File: config.mk
export PLATFORM = sky130hd
export DESIGN_NAME = dtf_framer
export DESIGN_NICKNAME = d
export VERILOG_FILES = /design/src/dtf_pattern.v /design/src/dtf_framer.v
export VERILOG_INCLUDE_DIRS = /design/src
export SDC_FILE = /design/constraint.sdc
export NUM_CORES = 2
export LEC_CHECK = 0
export CAP_MARGIN = 20
export CORE_MARGIN = 10
export CORE_UTILIZATION = 30
export DETAILED_ROUTE_END_ITERATION = 8
export DONT_BUFFER_PORTS = 1
export GPL_TIMING_DRIVEN = 0
export PLACE_DENSITY_LB_ADDON = 0.1
export SLEW_MARGIN = 20
export SYNTH_ARGS = -nofsm -noshare
export SYNTH_HDL_FRONTEND = slang
export SYNTH_HIERARCHICAL = 1
export SYNTH_SLANG_ARGS = --single-unit
File: constraint.sdc
create_clock -name CORE_CLK -period 8.9 [get_ports CORE_CLK]
set_input_delay 0 -clock CORE_CLK [delete_from_list [all_inputs] [get_ports CORE_CLK]]
set_output_delay 0 -clock CORE_CLK [all_outputs]
set_load 0.03 [all_outputs]
File: src/dtf_defines.vh
// constants for the serial line framer: register map, fields, codes, timing
// assumes a 100 MHz core clock and a 44.736 Mbit/s line
`ifndef DTF_DEFINES_VH
`define DTF_DEFINES_VH
// register byte offsets
`define DTF_REG_CTRL 12'h000
`define DTF_REG_PAT 12'h004
`define DTF_REG_UWORD 12'h008
`define DTF_REG_ALARM 12'h00C
`define DTF_REG_STAT 12'h010
`define DTF_REG_TRIM 12'h014
`define DTF_MEM_PAGE 4'h8
// read masks and reset values
`define DTF_CTRL_MASK 32'h000000EF
`define DTF_PAT_MASK 32'h07FF01FF
`define DTF_ALARM_MASK 32'h00003F0F
`define DTF_CTRL_RST 32'h00000002
`define DTF_PAT_RST 32'h001F0173
// control fields
`define DTF_C_ON 0
`define DTF_C_FRM 1
`define DTF_C_CBIT 2
`define DTF_C_INV 3
`define DTF_C_PRESET 4
`define DTF_C_RXF 5
`define DTF_SRC_INT 2'h0
`define DTF_SRC_EXT 2'h1
`define DTF_SRC_RCV 2'h2
// pattern modes
`define DTF_PM_OFF 4'h0
`define DTF_PM_USER32 4'h1
`define DTF_PM_USER2K 4'h2
`define DTF_PM_PRBS 4'h3
`define DTF_PM_QRSS 4'h4
`define DTF_PM_FOX 4'h5
`define DTF_PM_ZERO 4'h6
`define DTF_PM_ONE 4'h7
`define DTF_PM_ALT11 4'h8
`define DTF_PM_ALT13 4'h9
`define DTF_PM_ALT17 4'hA
`define DTF_PM_ALT324 4'hB
`define DTF_PRESET_ORDER 5'h17
`define DTF_QRSS_MAX 4'hE
// alarm and control code words
`define DTF_HI_EQUIP_FAIL_SA_CODE 6'h19
`define DTF_HI_LOS_CODE 6'h0E
`define DTF_HI_OUT_OF_FRAME_CODE 6'h00
`define DTF_HI_AIS_CODE 6'h16
`define DTF_HI_IDLE_CODE 6'h1A
`define DTF_HI_EQUIP_FAIL_NSA_CODE 6'h0F
`define DTF_HI_COMMON_EQUIP_FAIL_CODE 6'h1D
`define DTF_MULTI_LOW_LOS_CODE 6'h15
`define DTF_LOW_LOS_CODE 6'h1E
`define DTF_LOW_EQUIP_FAIL_CODE 6'h05
`define DTF_LINE_LOOP_ON_CODE 6'h07
`define DTF_LINE_LOOP_OFF_CODE 6'h1C
`define DTF_ASEL_OFF 4'h0
`define DTF_ASEL_USER 4'hE
// frame shape
`define DTF_BLK_LAST 7'h54
`define DTF_BLK_END 3'h7
`define DTF_ROW_END 3'h6
// timing
`define DTF_CORE_HZ 64'd100000000
`define DTF_LINE_HZ 64'd44736000
`define DTF_CLK_PERIOD_NS 10
`define DTF_CLK_LOSS_NS 1000
`define DTF_CLK_LOSS_CYC 12'h064
`endif

File: src/dtf_pattern.v
// payload test pattern source: prbs, qrss, fixed, alternating, user words
// assumes adv is a one-cycle pulse from the framer on the same clock
`timescale 1ns/1ps
`default_nettype none
`include "dtf_defines.vh"
module dtf_pattern (
	// clock and reset
	input wire clk,
	input wire rst,
	// control
	input wire adv,
	input wire [3:0] mode,
	input wire [4:0] order,
	input wire inv,
	input wire [31:0] uword,
	input wire [10:0] ulen,
	// user pattern memory write
	input wire mwe,
	input wire [5:0] maddr,
	input wire [31:0] mdata,
	// current bit
	output wire bitout
);
	reg [31:0] mem [0:63];
	reg [30:0] lfsr;
	reg [10:0] idx;
	reg [3:0] zrun;
	reg [30:0] taps;
	reg [31:0] word;
	reg [10:0] lenm1;
	reg raw;
	wire fb;
	wire wbit;

	always @(posedge clk) begin
		if (mwe)
			mem[maddr] <= mdata;
	end

	// feedback taps per order, unknown orders fall back to 23
	always @* begin
		if (mode == `DTF_PM_QRSS)
			taps = 31'h00090000;
		else case (order)
			5'h09: taps = 31'h00000110;
			5'h0B: taps = 31'h00000500;
			5'h0F: taps = 31'h00006000;
			5'h14: taps = 31'h00080004;
			5'h1D: taps = 31'h14000000;
			5'h1F: taps = 31'h48000000;
			default: taps = 31'h00420000;
		endcase
	end
	assign fb = ^(lfsr & taps);

	// cyclic word sources and their lengths minus one
	always @* begin
		word = uword;
		lenm1 = {6'h00, ulen[4:0]};
		case (mode)
			`DTF_PM_USER2K: lenm1 = ulen;
			`DTF_PM_FOX: begin
				word = 32'h464F5820;
				lenm1 = 11'h01F;
			end
			`DTF_PM_ALT11: begin
				word = 32'h80000000;
				lenm1 = 11'h001;
			end
			`DTF_PM_ALT13: begin
				word = 32'h80000000;
				lenm1 = 11'h003;
			end
			`DTF_PM_ALT17: begin
				word = 32'h80000000;
				lenm1 = 11'h007;
			end
			`DTF_PM_ALT324: begin
				word = 32'h80808000;
				lenm1 = 11'h017;
			end
			default: ;
		endcase
	end
	assign wbit = (mode == `DTF_PM_USER2K) ? mem[idx[10:5]][~idx[4:0]] : word[~idx[4:0]];

	always @* begin
		case (mode)
			`DTF_PM_PRBS: raw = fb;
			`DTF_PM_QRSS: raw = fb | (zrun >= `DTF_QRSS_MAX);
			`DTF_PM_ZERO: raw = 1'b0;
			`DTF_PM_ONE: raw = 1'b1;
			default: raw = wbit;
		endcase
	end
	assign bitout = (mode == `DTF_PM_OFF) ? 1'b0 : (raw ^ inv);

	always @(posedge clk or posedge rst) begin
		if (rst) begin
			lfsr <= 31'h7FFFFFFF;
			idx <= 11'h000;
			zrun <= 4'h0;
		end else if (adv) begin
			lfsr <= (lfsr == 31'h00000000) ? 31'h7FFFFFFF : {lfsr[29:0], fb};
			idx <= (idx >= lenm1) ? 11'h000 : idx + 11'h001;
			zrun <= raw ? 4'h0 : ((zrun == 4'hF) ? zrun : zrun + 4'h1);
		end
	end
endmodule // dtf_pattern
`default_nettype wire

File: src/dtf_framer.v
// serial line transmit framer with test pattern source and axi4-lite registers
// assumes ext and recovered clocks arrive asynchronous on plain input pins
// Behaviour
// - frame is 56 overhead bits and 4704 payload bits, about 9398.3 Hz
// - line rate 44.736 Mbit/s nominal, trimmable by +/-125 ppm
// - overhead assignment selectable between M13 and C-bit
// - seven rows of eight overhead bits, column one X X P P M0 M1 M0
// - rows five to seven of column one carry 0, 1, 0
// - rows one and two carry receive failure, rows three and four even parity
// - C-bit row one AIC, NA, alarm bit; row five DL; others user link; the code sends fixed ones in the DL and user link rows
// - C-bit row three carries C-bit parity, row four block error bits; the code sends fixed ones in row four
// - alarm code only sent in C-bit mode; off sends none
// - equip fail 011001, loss of signal 001110, out of frame 000000
// - AIS received 010110, idle received 011010
// - equip fail non-affecting 001111, common equip fail 011101
// - multiple low LOS 010101, single 011110, low equip fail 000101
// - line loopback on 000111, off 011100
// - user choice sends configurable six-bit code
// - patterns off, user, PRBS, QRSS, fox, zeros, ones, alternating
// - pattern may be sent normal or inverted
// - preset selects inverted PRBS order 23
// - user pattern length 1..32 or 1..2048 bits, repeating
// - framing insertion can be switched off
// - clock from internal, external or recovered source, with detect flag
// - off mode disables the transmitter
//
// Implementation choices: the register offsets and the AXI4-Lite slave port.
`timescale 1ns/1ps
`default_nettype none
`include "dtf_defines.vh"
module dtf_framer (
	// clock and reset
	input wire CORE_CLK,
	input wire RST,
	// axi4-lite write address
	input wire [11:0] S_AXI_AWADDR,
	input wire S_AXI_AWVALID,
	output reg S_AXI_AWREADY,
	// axi4-lite write data
	input wire [31:0] S_AXI_WDATA,
	input wire [3:0] S_AXI_WSTRB,
	input wire S_AXI_WVALID,
	output reg S_AXI_WREADY,
	// axi4-lite write response
	output reg [1:0] S_AXI_BRESP,
	output reg S_AXI_BVALID,
	input wire S_AXI_BREADY,
	// axi4-lite read
	input wire [11:0] S_AXI_ARADDR,
	input wire S_AXI_ARVALID,
	output reg S_AXI_ARREADY,
	output reg [31:0] S_AXI_RDATA,
	output reg [1:0] S_AXI_RRESP,
	output reg S_AXI_RVALID,
	input wire S_AXI_RREADY,
	// clock source pins
	input wire EXT_CLK_IN,
	input wire RCV_CLK_IN,
	// line side
	output reg TX_DATA,
	output reg TX_BIT_STB,
	output reg TX_FRAME_START,
	output reg TX_ENABLE,
	output reg CLK_DETECT
);
	localparam [63:0] NCO_WIDE = (`DTF_LINE_HZ << 32) / `DTF_CORE_HZ;
	localparam [11:0] LOSS_CYC = `DTF_CLK_LOSS_CYC;

	reg [31:0] ctrl;
	reg [31:0] pat;
	reg [31:0] uword;
	reg [31:0] alarm;
	reg [31:0] trim;
	reg [11:0] aw_addr;
	reg aw_full;
	reg [31:0] w_data;
	reg [3:0] w_strb;
	reg w_full;
	reg [31:0] rd;
	reg rok;
	reg wok;
	wire wr_do;
	wire [11:0] wa;
	wire mem_we;

	// byte lane merge for partial writes
	function [31:0] merge;
		input [31:0] o;
		input [31:0] n;
		input [3:0] s;
		integer i;
		begin
			for (i = 0; i < 4; i = i + 1)
				merge[i*8 +: 8] = s[i] ? n[i*8 +: 8] : o[i*8 +: 8];
		end
	endfunction

	// axi write channels, taken in either order
	assign wr_do = aw_full & w_full & ~S_AXI_BVALID;
	assign wa = {aw_addr[11:2], 2'b00};
	assign mem_we = wr_do & (wa[11:8] == `DTF_MEM_PAGE) & (w_strb == 4'hF);

	always @* begin
		case (wa)
			`DTF_REG_CTRL, `DTF_REG_PAT, `DTF_REG_UWORD: wok = 1'b1;
			`DTF_REG_ALARM, `DTF_REG_STAT, `DTF_REG_TRIM: wok = 1'b1;
			default: wok = (wa[11:8] == `DTF_MEM_PAGE);
		endcase
	end

	always @(posedge CORE_CLK or posedge RST) begin
		if (RST) begin
			S_AXI_AWREADY <= 1'b1;
			S_AXI_WREADY <= 1'b1;
			S_AXI_BVALID <= 1'b0;
			S_AXI_BRESP <= 2'h0;
			aw_full <= 1'b0;
			w_full <= 1'b0;
			aw_addr <= 12'h000;
			w_data <= 32'h00000000;
			w_strb <= 4'h0;
		end else begin
			if (S_AXI_AWVALID & S_AXI_AWREADY) begin
				aw_addr <= S_AXI_AWADDR;
				aw_full <= 1'b1;
				S_AXI_AWREADY <= 1'b0;
			end
			if (S_AXI_WVALID & S_AXI_WREADY) begin
				w_data <= S_AXI_WDATA;
				w_strb <= S_AXI_WSTRB;
				w_full <= 1'b1;
				S_AXI_WREADY <= 1'b0;
			end
			if (wr_do) begin
				aw_full <= 1'b0;
				w_full <= 1'b0;
				S_AXI_BVALID <= 1'b1;
				S_AXI_BRESP <= wok ? 2'h0 : 2'h2;
			end
			if (S_AXI_BVALID & S_AXI_BREADY) begin
				S_AXI_BVALID <= 1'b0;
				S_AXI_AWREADY <= 1'b1;
				S_AXI_WREADY <= 1'b1;
			end
		end
	end

	// register writes
	always @(posedge CORE_CLK or posedge RST) begin
		if (RST) begin
			ctrl <= `DTF_CTRL_RST;
			pat <= `DTF_PAT_RST;
			uword <= 32'h00000000;
			alarm <= 32'h00000000;
			trim <= 32'h00000000;
		end else if (wr_do) begin
			case (wa)
				`DTF_REG_CTRL: begin
					ctrl <= merge(ctrl, w_data, w_strb) & `DTF_CTRL_MASK;
					if (w_strb[0] & w_data[`DTF_C_PRESET]) begin
						ctrl[`DTF_C_INV] <= 1'b1;
						pat[3:0] <= `DTF_PM_PRBS;
						pat[8:4] <= `DTF_PRESET_ORDER;
					end
				end
				`DTF_REG_PAT: pat <= merge(pat, w_data, w_strb) & `DTF_PAT_MASK;
				`DTF_REG_UWORD: uword <= merge(uword, w_data, w_strb);
				`DTF_REG_ALARM: alarm <= merge(alarm, w_data, w_strb) & `DTF_ALARM_MASK;
				`DTF_REG_TRIM: trim <= merge(trim, w_data, w_strb);
				default: ;
			endcase
		end
	end

	// read channel
	reg [15:0] frame_cnt;

	always @* begin
		rd = 32'h00000000;
		rok = 1'b1;
		case ({S_AXI_ARADDR[11:2], 2'b00})
			`DTF_REG_CTRL: rd = ctrl;
			`DTF_REG_PAT: rd = pat;
			`DTF_REG_UWORD: rd = uword;
			`DTF_REG_ALARM: rd = alarm;
			`DTF_REG_STAT: rd = {frame_cnt, 14'h0000, TX_ENABLE, CLK_DETECT};
			`DTF_REG_TRIM: rd = trim;
			default: rok = (S_AXI_ARADDR[11:8] == `DTF_MEM_PAGE);
		endcase
	end

	always @(posedge CORE_CLK or posedge RST) begin
		if (RST) begin
			S_AXI_ARREADY <= 1'b1;
			S_AXI_RVALID <= 1'b0;
			S_AXI_RDATA <= 32'h00000000;
			S_AXI_RRESP <= 2'h0;
		end else begin
			if (S_AXI_ARVALID & S_AXI_ARREADY) begin
				S_AXI_ARREADY <= 1'b0;
				S_AXI_RVALID <= 1'b1;
				S_AXI_RDATA <= rd;
				S_AXI_RRESP <= rok ? 2'h0 : 2'h2;
			end
			if (S_AXI_RVALID & S_AXI_RREADY) begin
				S_AXI_RVALID <= 1'b0;
				S_AXI_ARREADY <= 1'b1;
			end
		end
	end

	// bit timing: nco or synchronised pin clock
	reg [2:0] ext_s;
	reg [2:0] rcv_s;
	reg [31:0] phase;
	reg [11:0] lcnt;
	reg stb;
	wire [1:0] src;
	wire ext_mode;
	wire sel_edge;
	wire [32:0] next_phase;
	wire on;

	assign on = ctrl[`DTF_C_ON];
	assign src = ctrl[7:6];
	assign ext_mode = (src == `DTF_SRC_EXT) | (src == `DTF_SRC_RCV);
	assign sel_edge = (src == `DTF_SRC_EXT) ? (ext_s[1] & ~ext_s[2]) :
		(src == `DTF_SRC_RCV) ? (rcv_s[1] & ~rcv_s[2]) : 1'b0;
	assign next_phase = {1'b0, phase} + {1'b0, NCO_WIDE[31:0] + trim};

	always @(posedge CORE_CLK or posedge RST) begin
		if (RST) begin
			ext_s <= 3'h0;
			rcv_s <= 3'h0;
			phase <= 32'h00000000;
			lcnt <= 12'h000;
			stb <= 1'b0;
			CLK_DETECT <= 1'b0;
		end else begin
			ext_s <= {ext_s[1:0], EXT_CLK_IN};
			rcv_s <= {rcv_s[1:0], RCV_CLK_IN};
			phase <= next_phase[31:0];
			stb <= ext_mode ? sel_edge : next_phase[32];
			if (sel_edge)
				lcnt <= 12'h000;
			else if (lcnt != LOSS_CYC)
				lcnt <= lcnt + 12'h001;
			CLK_DETECT <= ~ext_mode | (lcnt != LOSS_CYC);
		end
	end

	// frame position and overhead
	reg [6:0] bcnt;
	reg [2:0] blk;
	reg [2:0] row;
	reg [3:0] aidx;
	reg par_acc;
	reg par_prev;
	reg [5:0] acode;
	reg ohbit;
	wire cbit;
	wire oh;
	wire pbit;
	wire last;
	wire [15:0] aword;
	wire abit;
	wire adv;

	assign cbit = ctrl[`DTF_C_CBIT];
	assign oh = ctrl[`DTF_C_FRM] & (bcnt == 7'h00);
	assign last = (bcnt == `DTF_BLK_LAST) & (blk == `DTF_BLK_END) & (row == `DTF_ROW_END);
	assign adv = stb & on & ~oh;

	always @* begin
		case (alarm[3:0])
			4'h1: acode = `DTF_HI_EQUIP_FAIL_SA_CODE;
			4'h2: acode = `DTF_HI_LOS_CODE;
			4'h3: acode = `DTF_HI_OUT_OF_FRAME_CODE;
			4'h4: acode = `DTF_HI_AIS_CODE;
			4'h5: acode = `DTF_HI_IDLE_CODE;
			4'h6: acode = `DTF_HI_EQUIP_FAIL_NSA_CODE;
			4'h7: acode = `DTF_HI_COMMON_EQUIP_FAIL_CODE;
			4'h8: acode = `DTF_MULTI_LOW_LOS_CODE;
			4'h9: acode = `DTF_LOW_LOS_CODE;
			4'hA: acode = `DTF_LOW_EQUIP_FAIL_CODE;
			4'hB: acode = `DTF_LOW_EQUIP_FAIL_CODE;
			4'hC: acode = `DTF_LINE_LOOP_ON_CODE;
			4'hD: acode = `DTF_LINE_LOOP_OFF_CODE;
			`DTF_ASEL_USER: acode = alarm[13:8];
			default: acode = 6'h3F;
		endcase
	end

	// off or unknown selection leaves the channel all ones
	assign aword = ((alarm[3:0] == `DTF_ASEL_OFF) | (alarm[3:0] == 4'hF)) ? 16'hFFFF :
		{1'b0, acode, 1'b0, 8'hFF};
	assign abit = aword[~aidx];

	always @* begin
		case (blk)
			3'h0: begin
				if (row < 3'h2)
					ohbit = ~ctrl[`DTF_C_RXF];
				else if (row < 3'h4)
					ohbit = par_prev;
				else
					ohbit = (row == 3'h5);
			end
			3'h1, 3'h7: ohbit = 1'b1;
			3'h3, 3'h5: ohbit = 1'b0;
			default: begin
				if (~cbit)
					ohbit = 1'b0;
				else case (row)
					3'h0: ohbit = (blk == 3'h6) ? abit : 1'b1;
					3'h2: ohbit = par_prev;
					default: ohbit = 1'b1;
				endcase
			end
		endcase
	end

	dtf_pattern u_pat (
		.clk(CORE_CLK),
		.rst(RST),
		.adv(adv),
		.mode(pat[3:0]),
		.order(pat[8:4]),
		.inv(ctrl[`DTF_C_INV]),
		.uword(uword),
		.ulen(pat[26:16]),
		.mwe(mem_we),
		.maddr(aw_addr[7:2]),
		.mdata(w_data),
		.bitout(pbit)
	);

	always @(posedge CORE_CLK or posedge RST) begin
		if (RST) begin
			bcnt <= 7'h00;
			blk <= 3'h0;
			row <= 3'h0;
			aidx <= 4'h0;
			par_acc <= 1'b0;
			par_prev <= 1'b0;
			frame_cnt <= 16'h0000;
			TX_DATA <= 1'b0;
			TX_BIT_STB <= 1'b0;
			TX_FRAME_START <= 1'b0;
			TX_ENABLE <= 1'b0;
		end else if (~on) begin
			bcnt <= 7'h00;
			blk <= 3'h0;
			row <= 3'h0;
			aidx <= 4'h0;
			par_acc <= 1'b0;
			TX_DATA <= 1'b0;
			TX_BIT_STB <= 1'b0;
			TX_FRAME_START <= 1'b0;
			TX_ENABLE <= 1'b0;
		end else begin
			TX_ENABLE <= 1'b1;
			TX_BIT_STB <= stb;
			TX_FRAME_START <= stb & (bcnt == 7'h00) & (blk == 3'h0) & (row == 3'h0);
			if (stb) begin
				TX_DATA <= oh ? ohbit : pbit;
				if (bcnt == `DTF_BLK_LAST) begin
					bcnt <= 7'h00;
					blk <= blk + 3'h1;
					if (blk == `DTF_BLK_END)
						row <= (row == `DTF_ROW_END) ? 3'h0 : row + 3'h1;
				end else
					bcnt <= bcnt + 7'h01;
				if (last) begin
					par_prev <= par_acc ^ pbit;
					par_acc <= 1'b0;
					aidx <= aidx + 4'h1;
					frame_cnt <= frame_cnt + 16'h0001;
				end else if (~oh)
					par_acc <= par_acc ^ pbit;
			end
		end
	end
endmodule // dtf_framer
`default_nettype wire

==> impl_results.md <==
* Worst-skew pair later-pin latency at 0.91 ns
* Fmax at between 100 and 150 MHz
* Leading area contributor after synthesis: edfxtp_1
* Slew HR at -0.00912
* Die H at roughly 580 µm
* Most common cell after layout, fill and taps aside: edfxtp_1
* Count of final hold-check violations at 0
* YS warnings at 6
* Root Buffer Master: clkbuf_16
* GRT Resource Usage Total at 0.238
* Syn Std Cell Area at about 95000 µm²
* PortBufs at 0
* Area Growth Syn to Fin at 22.1%
* Tcrit/Tclk final at 0.883
* Layout Skew at about 0.055 ns
* Initial DRT Pass Iterations at 7
* Die Span X at between 500 and 600 µm
* FF+latch count, synth at between 2k and 2.5k
* Pwr dens at between 200 and 300 nW/µm²
* Least-Margin Pin Slew at roughly 1.5 ns
* R2R depth at 19
* Drt via density at around 5.7
* Most frequent cells in the layout: edfxtp_1 (2048), mux4_2 (450), clkbuf_16 (292)
* Postcts setup bufs at 0
* Static leakage at about 38 nW
* # IOs at about 120
* Largest net degree at the start of global routing at just under 100
* Max VDD drop at 221 µV
* Placed Area at 107000 µm²
* Hold bufs inserted after CTS at 120
* Sequential share of the synthesized area at 0.730
* Hold Crit Depth at 6
* Drt initial violations at 8232
* Fin crit period at 7.86 ns
* H-tree Lvls at 5
* Max_cap viols at 1
* Status: finished, violations left
* Violated checks: max-capacitance violations, max-slew violations
* Worst r2r src: u_pat/idx[7]$_DFFE_PP0P_
* Dominant synthesized flop cell: edfxtp_1
* Crit path kind: flop to flop
* EDFF count, synth at between 2k and 2.5k
* Max-slew violation count at 1
* Via count at roughly 58k
* Total gr overflow at 0
* CTS buffer count at about 280
* Worst Path Required at 9.69 ns
* Global-route wire length before repair at ~550 mm
* Initial antenna violation count at 47
* Worst R2R End: par_acc$_DFFE_PP0P_
* Vias in the first global route at approximately 56k
* Final core occ at 0.367
* Core footprint at 317000 µm²
* Total routed wirelength at between 400 and 500 mm
* CTS Sinks at around 2.4k
* Top-area cell type share of the netlist area at 0.645
* Worst Setup SP: u_pat/idx[7]$_DFFE_PP0P_
* Initial core utilization at 0.301
* DP Wirelength at about 300 mm
* Clock transition at path regs at approximately 0.060 ns
* Worst-path fanout max at 10
* Final ANT Viol Nets at 0
* Final Wtd Congestion at 0.852
* CTS tree: built
* Hold Crit Class: input port to flop
* Syn avg cell area at 18.6 µm²
* Setup-failing EPs final at 0
* Hold Crit Start: S_AXI_ARADDR[2]
* Number of cell rows at around 210
* Final Cell Area at between 100000 and 150000 µm²
* Mapped Cells at approximately 5k
* Synth area leaders: edfxtp_1 (64%), mux4_2 (11%), dfrtp_1 (7.3%)
* CP endpoint kind: flop
* Die area at approximately 340000 µm²
* Hold-critical path endpoint: S_AXI_RDATA[2]$_DFFE_PP0P_
* WL/cell at between 40 and 50 µm
* DRC errors left at 0
* Share of layout cells above drive strength 1 at 0.266
* Asr flop ratio synth at 0.137
* Crit start category: flop
* RSZ-0062 raised after global routing: false
* Internal reg-to-reg setup slack at 1.04 ns
* Nets at 5914
* Clock Tree Buf Depth at 4
* Critical Path AT at 8.64 ns
* Yosys cell types at between 90 and 100
* Post-CTS sizing at 0
-- how the worst max path moves through the flow --
stage	depth (start not counted)	endpoint	slack, ns
2_1_floorplan	1	CLK_DETECT$_DFF_PP0_	1.23
5_1_grt	19	par_acc$_DFFE_PP0P_	1.11
4_1_cts	19	par_acc$_DFFE_PP0P_	1.25
3_5_place_dp	19	par_acc$_DFFE_PP0P_	1.29
6_report	19	par_acc$_DFFE_PP0P_	1.04
3_3_place_gp	6	u_pat/mem[48][10]$_DFFE_PP_	-3.52
-- final cells by class --
type	count	area [µm²]
sequential	2373	69800
buffer	263	1390
clock inverter	102	656
fill	29300	201000
antenna	9	22.5
multi-input combinational	2443	24800
inverter	47	184
timing repair buffer	377	6720
tap	4180	5230
clock buffer	386	7730
-- through the flow --
stage	hold slack, ns	power [mW]	setup TNS, ns	setup slack (ns)	instances
2_1_floorplan	0.0314	16.1	0	1.23	5126
3_3_place_gp	0.0316	17.9	-887.03	-3.52	9306
3_5_place_dp	-0.153	18.4	0	1.29	9563
4_1_cts	0.0282	29.4	0	1.25	10200
5_1_grt	0.159	30.1	0	1.11	10200
6_report	0.0811	29.2	0	1.04	10200
-- cells by family after synthesis --
| logic type | Yosys count | share of synthesized area |
|---|---|---|
| other | 1 | 0.0000393 |
| AOI/OAI and AO/OA | 691 | 0.0515 |
| xor gates and xnor gates | 94 | 0.00863 |
| and+or+nand+nor | 772 | 0.0383 |
| DFF | 2373 | 0.730 |
| muxes | 823 | 0.147 |
| adders and majority gates | 61 | 0.00808 |
| buffers and inverters | 310 | 0.0155 |
-- synth_stat cells, drive strengths merged (20+ instances only) --
cell type and instances:
mux4 450, a221oi 27, inv 46, o221ai 40, edfxtp 2048, a21o 35
nor4 25, o22a 39, o21ai 101, a2111oi 23, clkbuf 125, nor2 217
a211oi 23, nand3 58, nor2b 31, xnor2 53, ha 60, mux2i 210
a21oi 135, nor3 32, xor2 41, nand2 267, mux2 163, o22ai 60
dfstp 46, buf 138, a222oi 20, dfrtp 279, nand4 41, a22oi 40
-- power breakdown --
part	internal (mW)	switching (mW)	leakage [nW]
logic	1.12	2.37	11.0
registers	13.9	0.920	22.6
clock network	6.22	4.65	4.09
total	21.3	7.94	37.7
-- per-layer routing --
metal	share of wire	vias up	track usage
li1	-	22300	-
met1	0.43	31800	0.336
met2	0.46	2819	0.375
met3	0.077	621	0.0399
met4	0.038	14	0.0786
met5	0.00020	-	0
-- sequential cells by signal (all words and copies together) (netlist names), 11 cells and up --
name         count
S_AXI_RDATA     32
trim            32
phase           32
u_pat/lfsr      31
w_data          32
u_pat/mem     2048
u_pat/idx       11
uword           32
pat             20
lcnt            12
frame_cnt       16
-- worst max-delay path: stages (launching register included) --
cell	delay, ns
dfrtp_1	0.63
buf_2	0.31
buf_2	0.36
buf_2	0.49
buf_2	0.61
buf_2	0.74
buf_2	0.72
nand4_1	0.49
nand4_1	0.31
nand4_1	0.33
nor4_1	0.42
a2111oi_1	0.11
clkdlybuf4s18_2	0.33
or4_1	0.73
o21ai_2	0.26
xnor2_1	0.17
o41a_1	0.29
nand3_1	0.12
xor2_1	0.16
nor2_1	0.05
No activity file was read; power rests on OpenSTA's default activity.
